--- src/core/adcseq_cfg.svh ---
// constants for the converter control sequencer
`ifndef ADCSEQ_CFG_SVH
`define ADCSEQ_CFG_SVH

// host register offsets (3-bit address)
`define ADCSEQ_REG_CTRL 3'h0
`define ADCSEQ_REG_TSEL 3'h1
`define ADCSEQ_REG_MODE3 3'h2
`define ADCSEQ_REG_CHAN 3'h3
`define ADCSEQ_REG_CMPM 3'h4
`define ADCSEQ_REG_CMPT 3'h5
`define ADCSEQ_REG_CMD 3'h6
`define ADCSEQ_REG_STAT 3'h7

// host control fields
`define ADCSEQ_CTRL_TMD 0
`define ADCSEQ_CTRL_HS 1
`define ADCSEQ_CMD_APPLY 0
`define ADCSEQ_CMD_TRIG 1
`define ADCSEQ_CMD_STOP 2
`define ADCSEQ_CMD_CLRERR 3

// device register offsets on the device write port
`define ADCSEQ_DEV_M0 4'h0
`define ADCSEQ_DEV_M1 4'h1
`define ADCSEQ_DEV_M2 4'h2
`define ADCSEQ_DEV_CHAN 4'h3
`define ADCSEQ_DEV_CMPM 4'h4
`define ADCSEQ_DEV_CMPT 4'h5

// device field positions
`define ADCSEQ_M0_CE 7
`define ADCSEQ_M0_TMD 1
`define ADCSEQ_M1_HS 7
`define ADCSEQ_M1_TSEL_MASK 8'h07
`define ADCSEQ_M2_MASK 8'h03
`define ADCSEQ_CHAN_MASK 8'h0f

// legal conversion time select codes
`define ADCSEQ_TSEL_MIN 3'h0
`define ADCSEQ_TSEL_MAX 3'h5

// timing in converter clocks
`define ADCSEQ_STAB_CLKS 64
`define ADCSEQ_GAP_CLKS 65

// reset values
`define ADCSEQ_CTRL_RST 2'h0
`define ADCSEQ_TSEL_RST 3'h0

`endif

--- src/core/adcseq_pkg.sv ---
// types of the converter control sequencer
package adcseq_pkg;
    typedef enum logic [1:0] {
        ADCSEQ_IDLE,
        ADCSEQ_WRITE,
        ADCSEQ_STAB,
        ADCSEQ_RUN
    } adcseq_state_t;
    typedef logic [2:0] adcseq_step_t;
endpackage

--- src/core/adcseq_gap_timer.sv ---
// down counter that enforces spacing between device accesses
`timescale 1ns/10ps
module adcseq_gap_timer #(
    parameter int WIDTH = 8
) (
    input wire logic clock,
    input wire logic rst_n,
    input wire logic load,
    input wire logic [WIDTH-1:0] load_val,
    output logic done
);
    logic [WIDTH-1:0] count;
    logic [WIDTH-1:0] next_count;

    generate
        // the enable wait loads 129, which needs eight bits
        if (WIDTH < 8) begin : g_bad_width
            $error("adcseq_gap_timer: WIDTH too small for 129 clocks");
        end
    endgenerate

    always_comb begin
        next_count = count;
        if (load) begin
            next_count = load_val;
        end else if (count != '0) begin
            next_count = count - WIDTH'(1);
        end
    end

    always_ff @(posedge clock or negedge rst_n) begin
        if (!rst_n) begin
            count <= '0;
        end else begin
            count <= next_count;
        end
    end

    assign done = (count == '0);
endmodule // adcseq_gap_timer

--- src/core/adcseq_ctrl.sv ---
// host-side sequencer that programs and triggers the converter
//
// Functional notes
// - never change conversion-time select while convert enable is set.
// - clear convert enable before mode, channel or compare writes; re-enable.
// - external or timer trigger mode forces high-speed select to one.
// - no trigger during the stabilization after convert enable is set.
// - clear convert enable when the converter is not in use.
// - never touch the second mode register while convert enable is set.
// - reserved bits of second, third and channel registers written zero.
// - conversion-time code kept within the 2.6 to 10.4 us range.
// - triggers and control writes spaced more than 64 converter clocks.
// - high-speed mode: no writes or triggers during stabilization.
//
// Implementation choices: the register offsets and the plain strobed port.
`timescale 1ns/10ps
`include "adcseq_cfg.svh"
module adcseq_ctrl #(
    parameter int TIMER_W = 8
) (
    input wire logic clock,
    input wire logic rst_n,
    input wire logic [2:0] addr,
    input wire logic [7:0] wdata,
    input wire logic wr,
    input wire logic rd,
    output logic [7:0] rdata,
    input wire logic ext_trig,
    output logic [3:0] dev_addr,
    output logic [7:0] dev_wdata,
    output logic dev_wr,
    output logic dev_trig,
    output logic dev_enabled
);
    import adcseq_pkg::*;

    ////////////////////////////////////////////////////////////////////////
    // host registers

    logic [1:0] ctrl;
    logic [2:0] tsel;
    logic [7:0] mode3;
    logic [7:0] chan;
    logic [7:0] cmpm;
    logic [7:0] cmpt;
    logic cfg_error;
    logic [1:0] next_ctrl;
    logic [2:0] next_tsel;
    logic [7:0] next_mode3;
    logic [7:0] next_chan;
    logic [7:0] next_cmpm;
    logic [7:0] next_cmpt;
    logic next_cfg_error;
    logic [7:0] next_rdata;

    logic cmd_apply;
    logic cmd_trig;
    logic cmd_stop;
    logic tsel_ok;
    logic hs_eff;
    logic trig_req;

    adcseq_state_t state;
    adcseq_state_t next_state;
    adcseq_step_t step;
    adcseq_step_t next_step;
    logic stop_only;
    logic next_stop_only;
    logic ce;
    logic next_ce;
    logic trig_pend;
    logic next_trig_pend;
    logic [3:0] next_dev_addr;
    logic [7:0] next_dev_wdata;
    logic next_dev_wr;
    logic next_dev_trig;

    logic tmr_load;
    logic [TIMER_W-1:0] tmr_val;
    logic tmr_done;

    function automatic logic is_cmd(input logic [2:0] a, input logic w);
        return w && (a == `ADCSEQ_REG_CMD);
    endfunction

    assign cmd_apply = is_cmd(addr, wr) && wdata[`ADCSEQ_CMD_APPLY];
    assign cmd_trig = is_cmd(addr, wr) && wdata[`ADCSEQ_CMD_TRIG];
    assign cmd_stop = is_cmd(addr, wr) && wdata[`ADCSEQ_CMD_STOP];
    assign tsel_ok = (tsel >= `ADCSEQ_TSEL_MIN) && (tsel <= `ADCSEQ_TSEL_MAX);
    assign hs_eff = ctrl[`ADCSEQ_CTRL_HS] | ctrl[`ADCSEQ_CTRL_TMD];
    // hardware trigger requests only mean something in trigger mode
    assign trig_req = ctrl[`ADCSEQ_CTRL_TMD] && (cmd_trig || ext_trig);

    generate
        if (TIMER_W < 8) begin : g_bad_timer_w
            $error("adcseq_ctrl: TIMER_W cannot hold the 129-clock wait");
        end
    endgenerate

    // config edits reach the device only through an apply sequence or, for the trigger mode bit, a stop write; the trigger mode bit gates triggers at once
    always_comb begin
        next_ctrl = ctrl;
        next_tsel = tsel;
        next_mode3 = mode3;
        next_chan = chan;
        next_cmpm = cmpm;
        next_cmpt = cmpt;
        next_cfg_error = cfg_error;
        next_rdata = 8'h00;
        if (wr) begin
            unique case (addr)
                `ADCSEQ_REG_CTRL: next_ctrl = wdata[1:0];
                `ADCSEQ_REG_TSEL: next_tsel = wdata[2:0];
                `ADCSEQ_REG_MODE3: next_mode3 = wdata;
                `ADCSEQ_REG_CHAN: next_chan = wdata;
                `ADCSEQ_REG_CMPM: next_cmpm = wdata;
                `ADCSEQ_REG_CMPT: next_cmpt = wdata;
                `ADCSEQ_REG_CMD: begin
                    if (wdata[`ADCSEQ_CMD_CLRERR]) begin
                        next_cfg_error = 1'b0;
                    end
                end
                `ADCSEQ_REG_STAT: ;
            endcase
        end
        // set wins over clear
        if (cmd_apply && !tsel_ok) begin
            next_cfg_error = 1'b1;
        end
        if (rd) begin
            unique case (addr)
                `ADCSEQ_REG_CTRL: next_rdata = {6'h00, ctrl};
                `ADCSEQ_REG_TSEL: next_rdata = {5'h00, tsel};
                `ADCSEQ_REG_MODE3: next_rdata = mode3;
                `ADCSEQ_REG_CHAN: next_rdata = chan;
                `ADCSEQ_REG_CMPM: next_rdata = cmpm;
                `ADCSEQ_REG_CMPT: next_rdata = cmpt;
                `ADCSEQ_REG_CMD: next_rdata = 8'h00;
                `ADCSEQ_REG_STAT: next_rdata = {3'h0, cfg_error, trig_pend,
                    state == ADCSEQ_STAB, ce, state == ADCSEQ_WRITE};
            endcase
        end
    end

    always_ff @(posedge clock or negedge rst_n) begin
        if (!rst_n) begin
            ctrl <= `ADCSEQ_CTRL_RST;
            tsel <= `ADCSEQ_TSEL_RST;
            mode3 <= 8'h00;
            chan <= 8'h00;
            cmpm <= 8'h00;
            cmpt <= 8'h00;
            cfg_error <= 1'b0;
            rdata <= 8'h00;
        end else begin
            ctrl <= next_ctrl;
            tsel <= next_tsel;
            mode3 <= next_mode3;
            chan <= next_chan;
            cmpm <= next_cmpm;
            cmpt <= next_cmpt;
            cfg_error <= next_cfg_error;
            rdata <= next_rdata;
        end
    end

    ////////////////////////////////////////////////////////////////////////
    // device write sequence

    // step order: disable, m1, m2, chan, cmp mode, cmp threshold, enable
    function automatic logic [11:0] dev_word(input logic [2:0] s,
                                             input logic en_bit);
        logic [7:0] m0;
        m0 = 8'h00;
        m0[`ADCSEQ_M0_CE] = en_bit;
        m0[`ADCSEQ_M0_TMD] = ctrl[`ADCSEQ_CTRL_TMD];
        unique case (s)
            3'h0: return {`ADCSEQ_DEV_M0, m0};
            3'h1: return {`ADCSEQ_DEV_M1, hs_eff, 4'h0, tsel};
            3'h2: return {`ADCSEQ_DEV_M2, mode3 & `ADCSEQ_M2_MASK};
            3'h3: return {`ADCSEQ_DEV_CHAN, chan & `ADCSEQ_CHAN_MASK};
            3'h4: return {`ADCSEQ_DEV_CMPM, cmpm};
            3'h5: return {`ADCSEQ_DEV_CMPT, cmpt};
            default: return {`ADCSEQ_DEV_M0, m0};
        endcase
    endfunction

    always_comb begin
        next_state = state;
        next_step = step;
        next_stop_only = stop_only;
        next_ce = ce;
        next_trig_pend = trig_pend;
        next_dev_addr = dev_addr;
        next_dev_wdata = dev_wdata;
        next_dev_wr = 1'b0;
        next_dev_trig = 1'b0;
        tmr_load = 1'b0;
        tmr_val = TIMER_W'(`ADCSEQ_GAP_CLKS);
        if (trig_req) begin
            next_trig_pend = 1'b1;
        end
        unique case (state)
            ADCSEQ_IDLE, ADCSEQ_RUN: begin
                // device restart is avoided by disabling first
                if (cmd_apply && tsel_ok) begin
                    next_state = ADCSEQ_WRITE;
                    next_step = 3'h0;
                    next_stop_only = 1'b0;
                    next_trig_pend = 1'b0;
                end else if (cmd_stop && ce) begin
                    next_state = ADCSEQ_WRITE;
                    next_step = 3'h0;
                    next_stop_only = 1'b1;
                    next_trig_pend = 1'b0;
                end else if (state == ADCSEQ_RUN && trig_pend && tmr_done) begin
                    next_dev_trig = 1'b1;
                    // a request in the firing cycle stays pending
                    next_trig_pend = trig_req;
                    tmr_load = 1'b1;
                end
            end
            ADCSEQ_WRITE: begin
                // pending triggers dropped while programming
                next_trig_pend = 1'b0;
                if (tmr_done) begin
                    {next_dev_addr, next_dev_wdata} = dev_word(step, step == 3'h6);
                    next_dev_wr = 1'b1;
                    tmr_load = 1'b1;
                    if (step == 3'h0) begin
                        next_ce = 1'b0;
                        if (stop_only) begin
                            next_state = ADCSEQ_IDLE;
                        end else begin
                            next_step = 3'h1;
                        end
                    end else if (step == 3'h6) begin
                        next_ce = 1'b1;
                        // past the 64-clock window so no collision at its end
                        tmr_val = TIMER_W'(`ADCSEQ_STAB_CLKS + `ADCSEQ_GAP_CLKS);
                        next_state = ADCSEQ_STAB;
                    end else begin
                        next_step = step + 3'h1;
                    end
                end
            end
            ADCSEQ_STAB: begin
                // triggers and apply or stop commands are dropped during stabilization
                next_trig_pend = 1'b0;
                if (tmr_done) begin
                    next_state = ADCSEQ_RUN;
                end
            end
        endcase
    end

    always_ff @(posedge clock or negedge rst_n) begin
        if (!rst_n) begin
            state <= ADCSEQ_IDLE;
            step <= 3'h0;
            stop_only <= 1'b0;
            ce <= 1'b0;
            trig_pend <= 1'b0;
            dev_addr <= 4'h0;
            dev_wdata <= 8'h00;
            dev_wr <= 1'b0;
            dev_trig <= 1'b0;
        end else begin
            state <= next_state;
            step <= next_step;
            stop_only <= next_stop_only;
            ce <= next_ce;
            trig_pend <= next_trig_pend;
            dev_addr <= next_dev_addr;
            dev_wdata <= next_dev_wdata;
            dev_wr <= next_dev_wr;
            dev_trig <= next_dev_trig;
        end
    end

    assign dev_enabled = ce;

    adcseq_gap_timer #(
        .WIDTH(TIMER_W)
    ) u_gap (
        .clock(clock),
        .rst_n(rst_n),
        .load(tmr_load),
        .load_val(tmr_val),
        .done(tmr_done)
    );
endmodule // adcseq_ctrl

--- config.mk ---
export PLATFORM = sky130hd
export DESIGN_NAME = adcseq_ctrl
export DESIGN_NICKNAME = d
export VERILOG_FILES = /design/src/core/adcseq_pkg.sv /design/src/core/adcseq_gap_timer.sv /design/src/core/adcseq_ctrl.sv
export VERILOG_INCLUDE_DIRS = /design/src /design/src/core
export SDC_FILE = /design/constraint.sdc
export NUM_CORES = 1
export LEC_CHECK = 0
export ABC_AREA = 1
export BUFFER_PORTS_ARGS = -buffer_cell sky130_fd_sc_hd__buf_2
export CORE_ASPECT_RATIO = 0.9
export CORE_MARGIN = 4
export CORE_UTILIZATION = 59
export DETAILED_ROUTE_END_ITERATION = 10
export GPL_ROUTABILITY_DRIVEN = 1
export PLACE_DENSITY = 0.87
export SYNTH_ARGS = -nofsm -noshare
export SYNTH_HDL_FRONTEND = slang
export SYNTH_HIERARCHICAL = 1
export SYNTH_SLANG_ARGS = --single-unit
--- constraint.sdc ---
create_clock -name clock -period 2.2 [get_ports clock]
set_input_delay 0.44 -clock clock [delete_from_list [all_inputs] [get_ports clock]]
set_output_delay 0.44 -clock clock [all_outputs]
set_load 0.05 [all_outputs]
; After elaboration in Yosys (flattened, before gate mapping)
; Index checks and enable logic that the tools add are counted.
; Widths: inputs -> output; s select.
[totals]
rom_bits = 0
input_bits = 16
latch_bits = 0
ramBits = 0
regBits = 76
mem_count = 0
[classes]
n_reduce_logical = 39
n_addsub = 2
muxes = 44
n_eq_ne = 24
bitwise_logic = 1
div_mod_pow = 0
multipliers = 0
shifts = 0
n_lt_le_gt_ge = 2
[ops]
columns = op, n
row1 = $pmux 8 s8, 1
row2 = $mux 8, 7
row3 = $pmux 11 s5, 1
row4 = $eq 3x3->1 const B, 7
row5 = $mux 1, 18
row6 = $mux 3, 6
row7 = $reduce_and 2->1, 8
row8 = $mux 2, 7
row9 = $reduce_bool 2->1, 7
row10 = $eq 3x2->1 const B, 4
row11 = $logic_and 1x1->1, 11
row12 = $reduce_and 5->1, 2
row13 = $ne 3x3->1 const B, 3
row14 = $logic_not 8->1, 1
row15 = $reduce_bool 8->1, 1
row16 = $sub 8x1->8 const B, 1
row17 = $eq 3x1->1 const B, 2
row18 = $logic_not 3->1, 2
row19 = $pmux 2 s3, 1
row20 = $pmux 3 s2, 1
row21 = $reduce_and 3->1, 2
row22 = $ne 5x5->1 const B, 1
row23 = $eq 2x2->1 const B, 2
row24 = $ne 2x2->1 const B, 2
row25 = other kinds (12), 14

; Longest topological paths before layout
[logic_depth]
ltp_word = 10
ltp_mapped = 13

; Cells and area by module
; Netlist, hierarchy kept.
[by_module_without_submodules]
columns = mod, area_per_inst_um2, cells_each, instances
row1 = adcseq_ctrl, 3300.7, 420, 1
row2 = adcseq_gap_timer, 518.0, 74, 1

; Worst setup path after synthesis
; Ideal clock, no wire load.
[synth_timing]
path_type = register -> register
from = reg u_gap.count[0]
to = reg u_gap.count[1]
path_stages_with_launch = 12
slack_ns = 0.136
synth_period_minus_slack_ns = 2.064
t_arrival_ns = 1.947
required_time_ns = 2.083
path_cell_list = dfrtp_1 -> inv_1 -> ha_1 -> nand3_2 -> nor2_4 -> nand2_1 -> clkbuf_1 -> a21oi_1 -> clkbuf_4 -> o21ai_0 -> nand2_1 -> o21ai_2
[synth_via]
elab_chain_len = 7
word_cells_on_any_way = 14
[synth_lines]
columns = element, line
row1 = "start, declared", adcseq_gap_timer.sv:12  ; logic [WIDTH-1:0] count;
row2 = "start signal, assigned", adcseq_gap_timer.sv:35  ; count <= next_count;
row3 = $logic_not 8->1 *, adcseq_gap_timer.sv:39  ; assign done = (count == '0);
row4 = via tmr_done, adcseq_ctrl.sv:80  ; logic tmr_done;
row5 = $logic_and 1x1->1, adcseq_ctrl.sv:216  ; end else if (state == ADCSEQ_RUN && trig_pend && tmr_done) begin
row6 = $mux 1, adcseq_ctrl.sv:216
row7 = $mux 1, adcseq_ctrl.sv:211  ; end else if (cmd_stop && ce) begin
row8 = $mux 1, adcseq_ctrl.sv:206  ; if (cmd_apply && tsel_ok) begin
row9 = $pmux 1 s2 *, adcseq_ctrl.sv:203  ; unique case (state)
row10 = via tmr_load, adcseq_ctrl.sv:78  ; logic tmr_load;
row11 = $mux 8 or $reduce_bool 2->1 (tied branches), n/a
; Mark *: on every way through the listed nets, which the timed path passes. The rest lies on a longest branch. The select of a mux whose other input is x is not followed.
; A chain may end at the register's enable or synchronous reset.

; Final worst setup path
[layout_timing]
from = reg u_gap.count[0]
to = reg u_gap.count[0]
; The elaborated chain is that of the path after synthesis.

==> results.md <==
- Max-capacitance violation count: 0
- F_max: 0.497 GHz
- Worst skew pair latency: 360 ps
- Netlist cell types: 32
- Layout cells sized above 1: 0.140
- Initial antenna violation count: 0
- Sequential share of the synthesized area: 0.491
- Clock Path Buffers: 2
- Reg2reg start: u_gap/count[0]$_DFFE_PN0P_
- Leading post-synthesis cells by cell area: dfrtp_1 49%, nand2_1 17%, o21ai_0 7.9%, inv_1 6.0%, nor2_1 3.7%
- Worst slew margin: 0.643
- CP Data Arrival Time: 2300 ps
- Tot GR Track Use: 0.260
- CP startpoint: u_gap/count[0]$_DFFE_PN0P_
- Synth area leader: dfrtp_1
- CP startpoint kind: flip-flop
- Final period utilization: 0.915
- Worst endpoint required time: 2490 ps
- Worst slew pin tran: 535 ps
- Via count of the first global-routing pass: 3,370
- CTS Root Cell: clkbuf_8
- Worst Hold Class: input port to flip-flop
- Top-area cell type share of the netlist area: 0.491
- Final setup vio count: 0
- Hold_sp: rd
- DRC errors left: 0
- Nets: 573
- Core Rows: 27
- Power density over cell area: 1030 nW/um^2
- Status: finished, final reports clean
- Die Y: 84.3 um
- Fin. Hold Viols: 0
- Area of the mapped netlist: 3820 sq um
- Width of the die: 92.8 um
- Pleak: 2.35 nW
- Pin count of the biggest net entering global routing: 44
- RSZ-0062 raised after global routing: no
- Initial DRC Count: 412
- DR vias: 3,505
- Sw frac: 0.396
- # diodes: 0
- Final Power: 4.46 mW
- Num ports: 39
- Critical path peak fanout: 8
- CP endpoint kind: flip-flop
- TNS Setup: 0 ps
- Clock group share of total power: 0.237
- P_int: 2.70 mW
- Reg power frac: 0.426
- Port Buf Inserts: 37
- Grt ovf: 0
- Combinational group share of total power: 0.337
- Worst VDD drop: 506 uV
- Yosys warnings: 6
- Clock-pin slew on the worst setup and hold paths: 70 ps
- Wl on met1: 4050 um
- Fin cells: 638
- CTS tree: yes
- RD Place Congestion: 0.939
- Clk sinks: 75
- Gate count of the mapped netlist: 494
- Main synth FF type: dfrtp_1
- First-pass GRT wire length: 15,900 um
- Yosys reg bits: 75
- Top layer in use: met4
- Area Overhead vs Synth: 14.0%
- Via density: 5.49
- Routed wl met2: 4240 um
- Final Max Tran Viols: 0
- Final antenna-violating net count: 0
- Initial Utilization: 0.614
- Sw Pwr: 1.77 mW
- Worst Skew: 11.9 ps
- Drt pass-1 iters: 5
- Hpwl dp: 7050 um
- H-tree Lvls: 3
- Syn_area_per_cell: 7.73 sq um
- Clock buffer count from CTS: 9
- Placed instance count: 620
- Ys async rst share: 1.00
- Worst setup path class: flip-flop to flip-flop
- Minimum clock period: 2010 ps
- Final Util: 0.700
- Number of synthesized flops with an enable pin: 0
- Metal3 WL: 1070 um
- CORE AREA: 6220 sq um
- Routed WL: 9560 um
- Routed len/inst: 15.0 um
- Full die area: 7820 sq um
[routing by layer]
layer  global-route usage  vias to the layer above
li1                     -                     1664
met3               0.0833                       19
met2                0.378                      214
met1                0.370                     1608
met4               0.0826                        0
met5                    0                        -
[synth_stat cells, types with 2 or more instances]
cell / n
nand3_2: 2
conb_1: 2
a21oi_1: 14
nand3_1: 18
inv_1: 61
nand4_1: 3
nor2_1: 38
nor2_4: 2
o21ai_0: 60
dfrtp_1: 75
nor2_2: 2
inv_2: 2
buf_6: 4
o22ai_1: 5
nand2_1: 170
nand2_2: 3
clkbuf_1: 2
a31oi_1: 3
ha_1: 10
buf_2: 2
o211ai_1: 2
nor3_1: 2
o21ai_2: 3
[stage by stage]
stage	hold WS [ps]	cell area, sq um	setup WS [ps]
6_report	348	4350	187
5_1_grt	362	4350	24.1
4_1_cts	349	4320	69.6
3_5_place_dp	344	4120	147
3_3_place_gp	338	4120	247
2_1_floorplan	144	3840	136
[layout make-up]
type	count	area (sq um)
Clock buffer	11	141
Clock inverter	4	51.3
Fill cell	523	1860
Inverter	63	236
Multi-Input combinational cell	351	1660
Sequential cell	75	1880
Tap cell	87	109
Timing Repair Buffer	47	275
[flip-flops by register name (all words and copies together) (netlist names), 2 cells and up]
| register | flops |
|---|---|
| dev_addr | 3 |
| rdata | 8 |
| dev_wdata | 8 |
| step | 3 |
| state | 2 |
| u_gap/count | 8 |
| cmpm | 8 |
| mode3 | 8 |
| chan | 8 |
| ctrl | 2 |
| cmpt | 8 |
| tsel | 3 |
[what timing repair did]
action	CTS	global route
gates resized for setup	0	3
endpoints found under the setup margin	0	11
hold buffers	1	0
setup buffers	0	2
endpoints found under the hold margin	10	0
[cells in the final DEF, fill, tap and decap left out, types with 3 or more instances in the layout]
cell type and n:
buf_2 37, o22ai_1 5, dfrtp_1 75, nand2_2 3
inv_1 61, clkbuf_8 10, nand3_1 18, o21ai_2 3
a21oi_1 13, nand2_1 170, ha_1 9, buf_4 8
nor2_1 38, conb_1 7, nand4_1 3, o21ai_0 60
a31oi_1 3
[power by group through the flow]
stage                     Combinational [mW]  Sequential (mW)  Clock, mW
after floorplan                        0.899             2.05          0
after global placement                  1.36             1.90          0
after detailed placement                1.42             1.91          0
after CTS                               1.44             1.89       1.07
after global routing                    1.67             1.94       1.13
final                                   1.50             1.90       1.06
[worst max-delay path, stage by stage, from the launching register on]
cell	delay [ps]
dfrtp_1	380
inv_1	160
ha_4	180
nand3_2	110
nor2_4	150
nand3_1	80
inv_1	60
nand3_1	100
a21oi_2	200
buf_4	180
nand2_1	60
o21ai_0	80
nand2_1	130
o21ai_2	70
[path summary, 6_finish.rpt]
kind | endpoint | slack (ps) | depth (start not counted)
max in group asynchronous | dev_addr[2]$_DFFE_PN0P_ | 1110 | 3
min in group asynchronous | cmpm[3]$_DFFE_PN0P_ | 490 | 2
setup / recovery | u_gap/count[0]$_DFFE_PN0P_ | 190 | 13
hold reg to reg | dev_wdata[5]$_DFFE_PN0P_ | 480 | 2
setup reg to reg | u_gap/count[0]$_DFFE_PN0P_ | 190 | 13
hold / removal | rdata[0]$_DFF_PN0_ | 350 | 3
[cells by family (layout without fill, tap and decap cells)]
kind of cell | Yosys count | count (layout) | synth area share
XOR/XNOR | 1 | 1 | 0.00229
flip-flops | 75 | 75 | 0.491
AND/OR/NAND/NOR | 242 | 242 | 0.260
buffers and inverters | 73 | 125 | 0.0822
AO/OA/AOI/OAI | 91 | 91 | 0.129
other | 2 | 7 | 0.00197
adder cells (fa/ha/maj) | 10 | 10 | 0.0328
(Power assumes the default switching activity.)
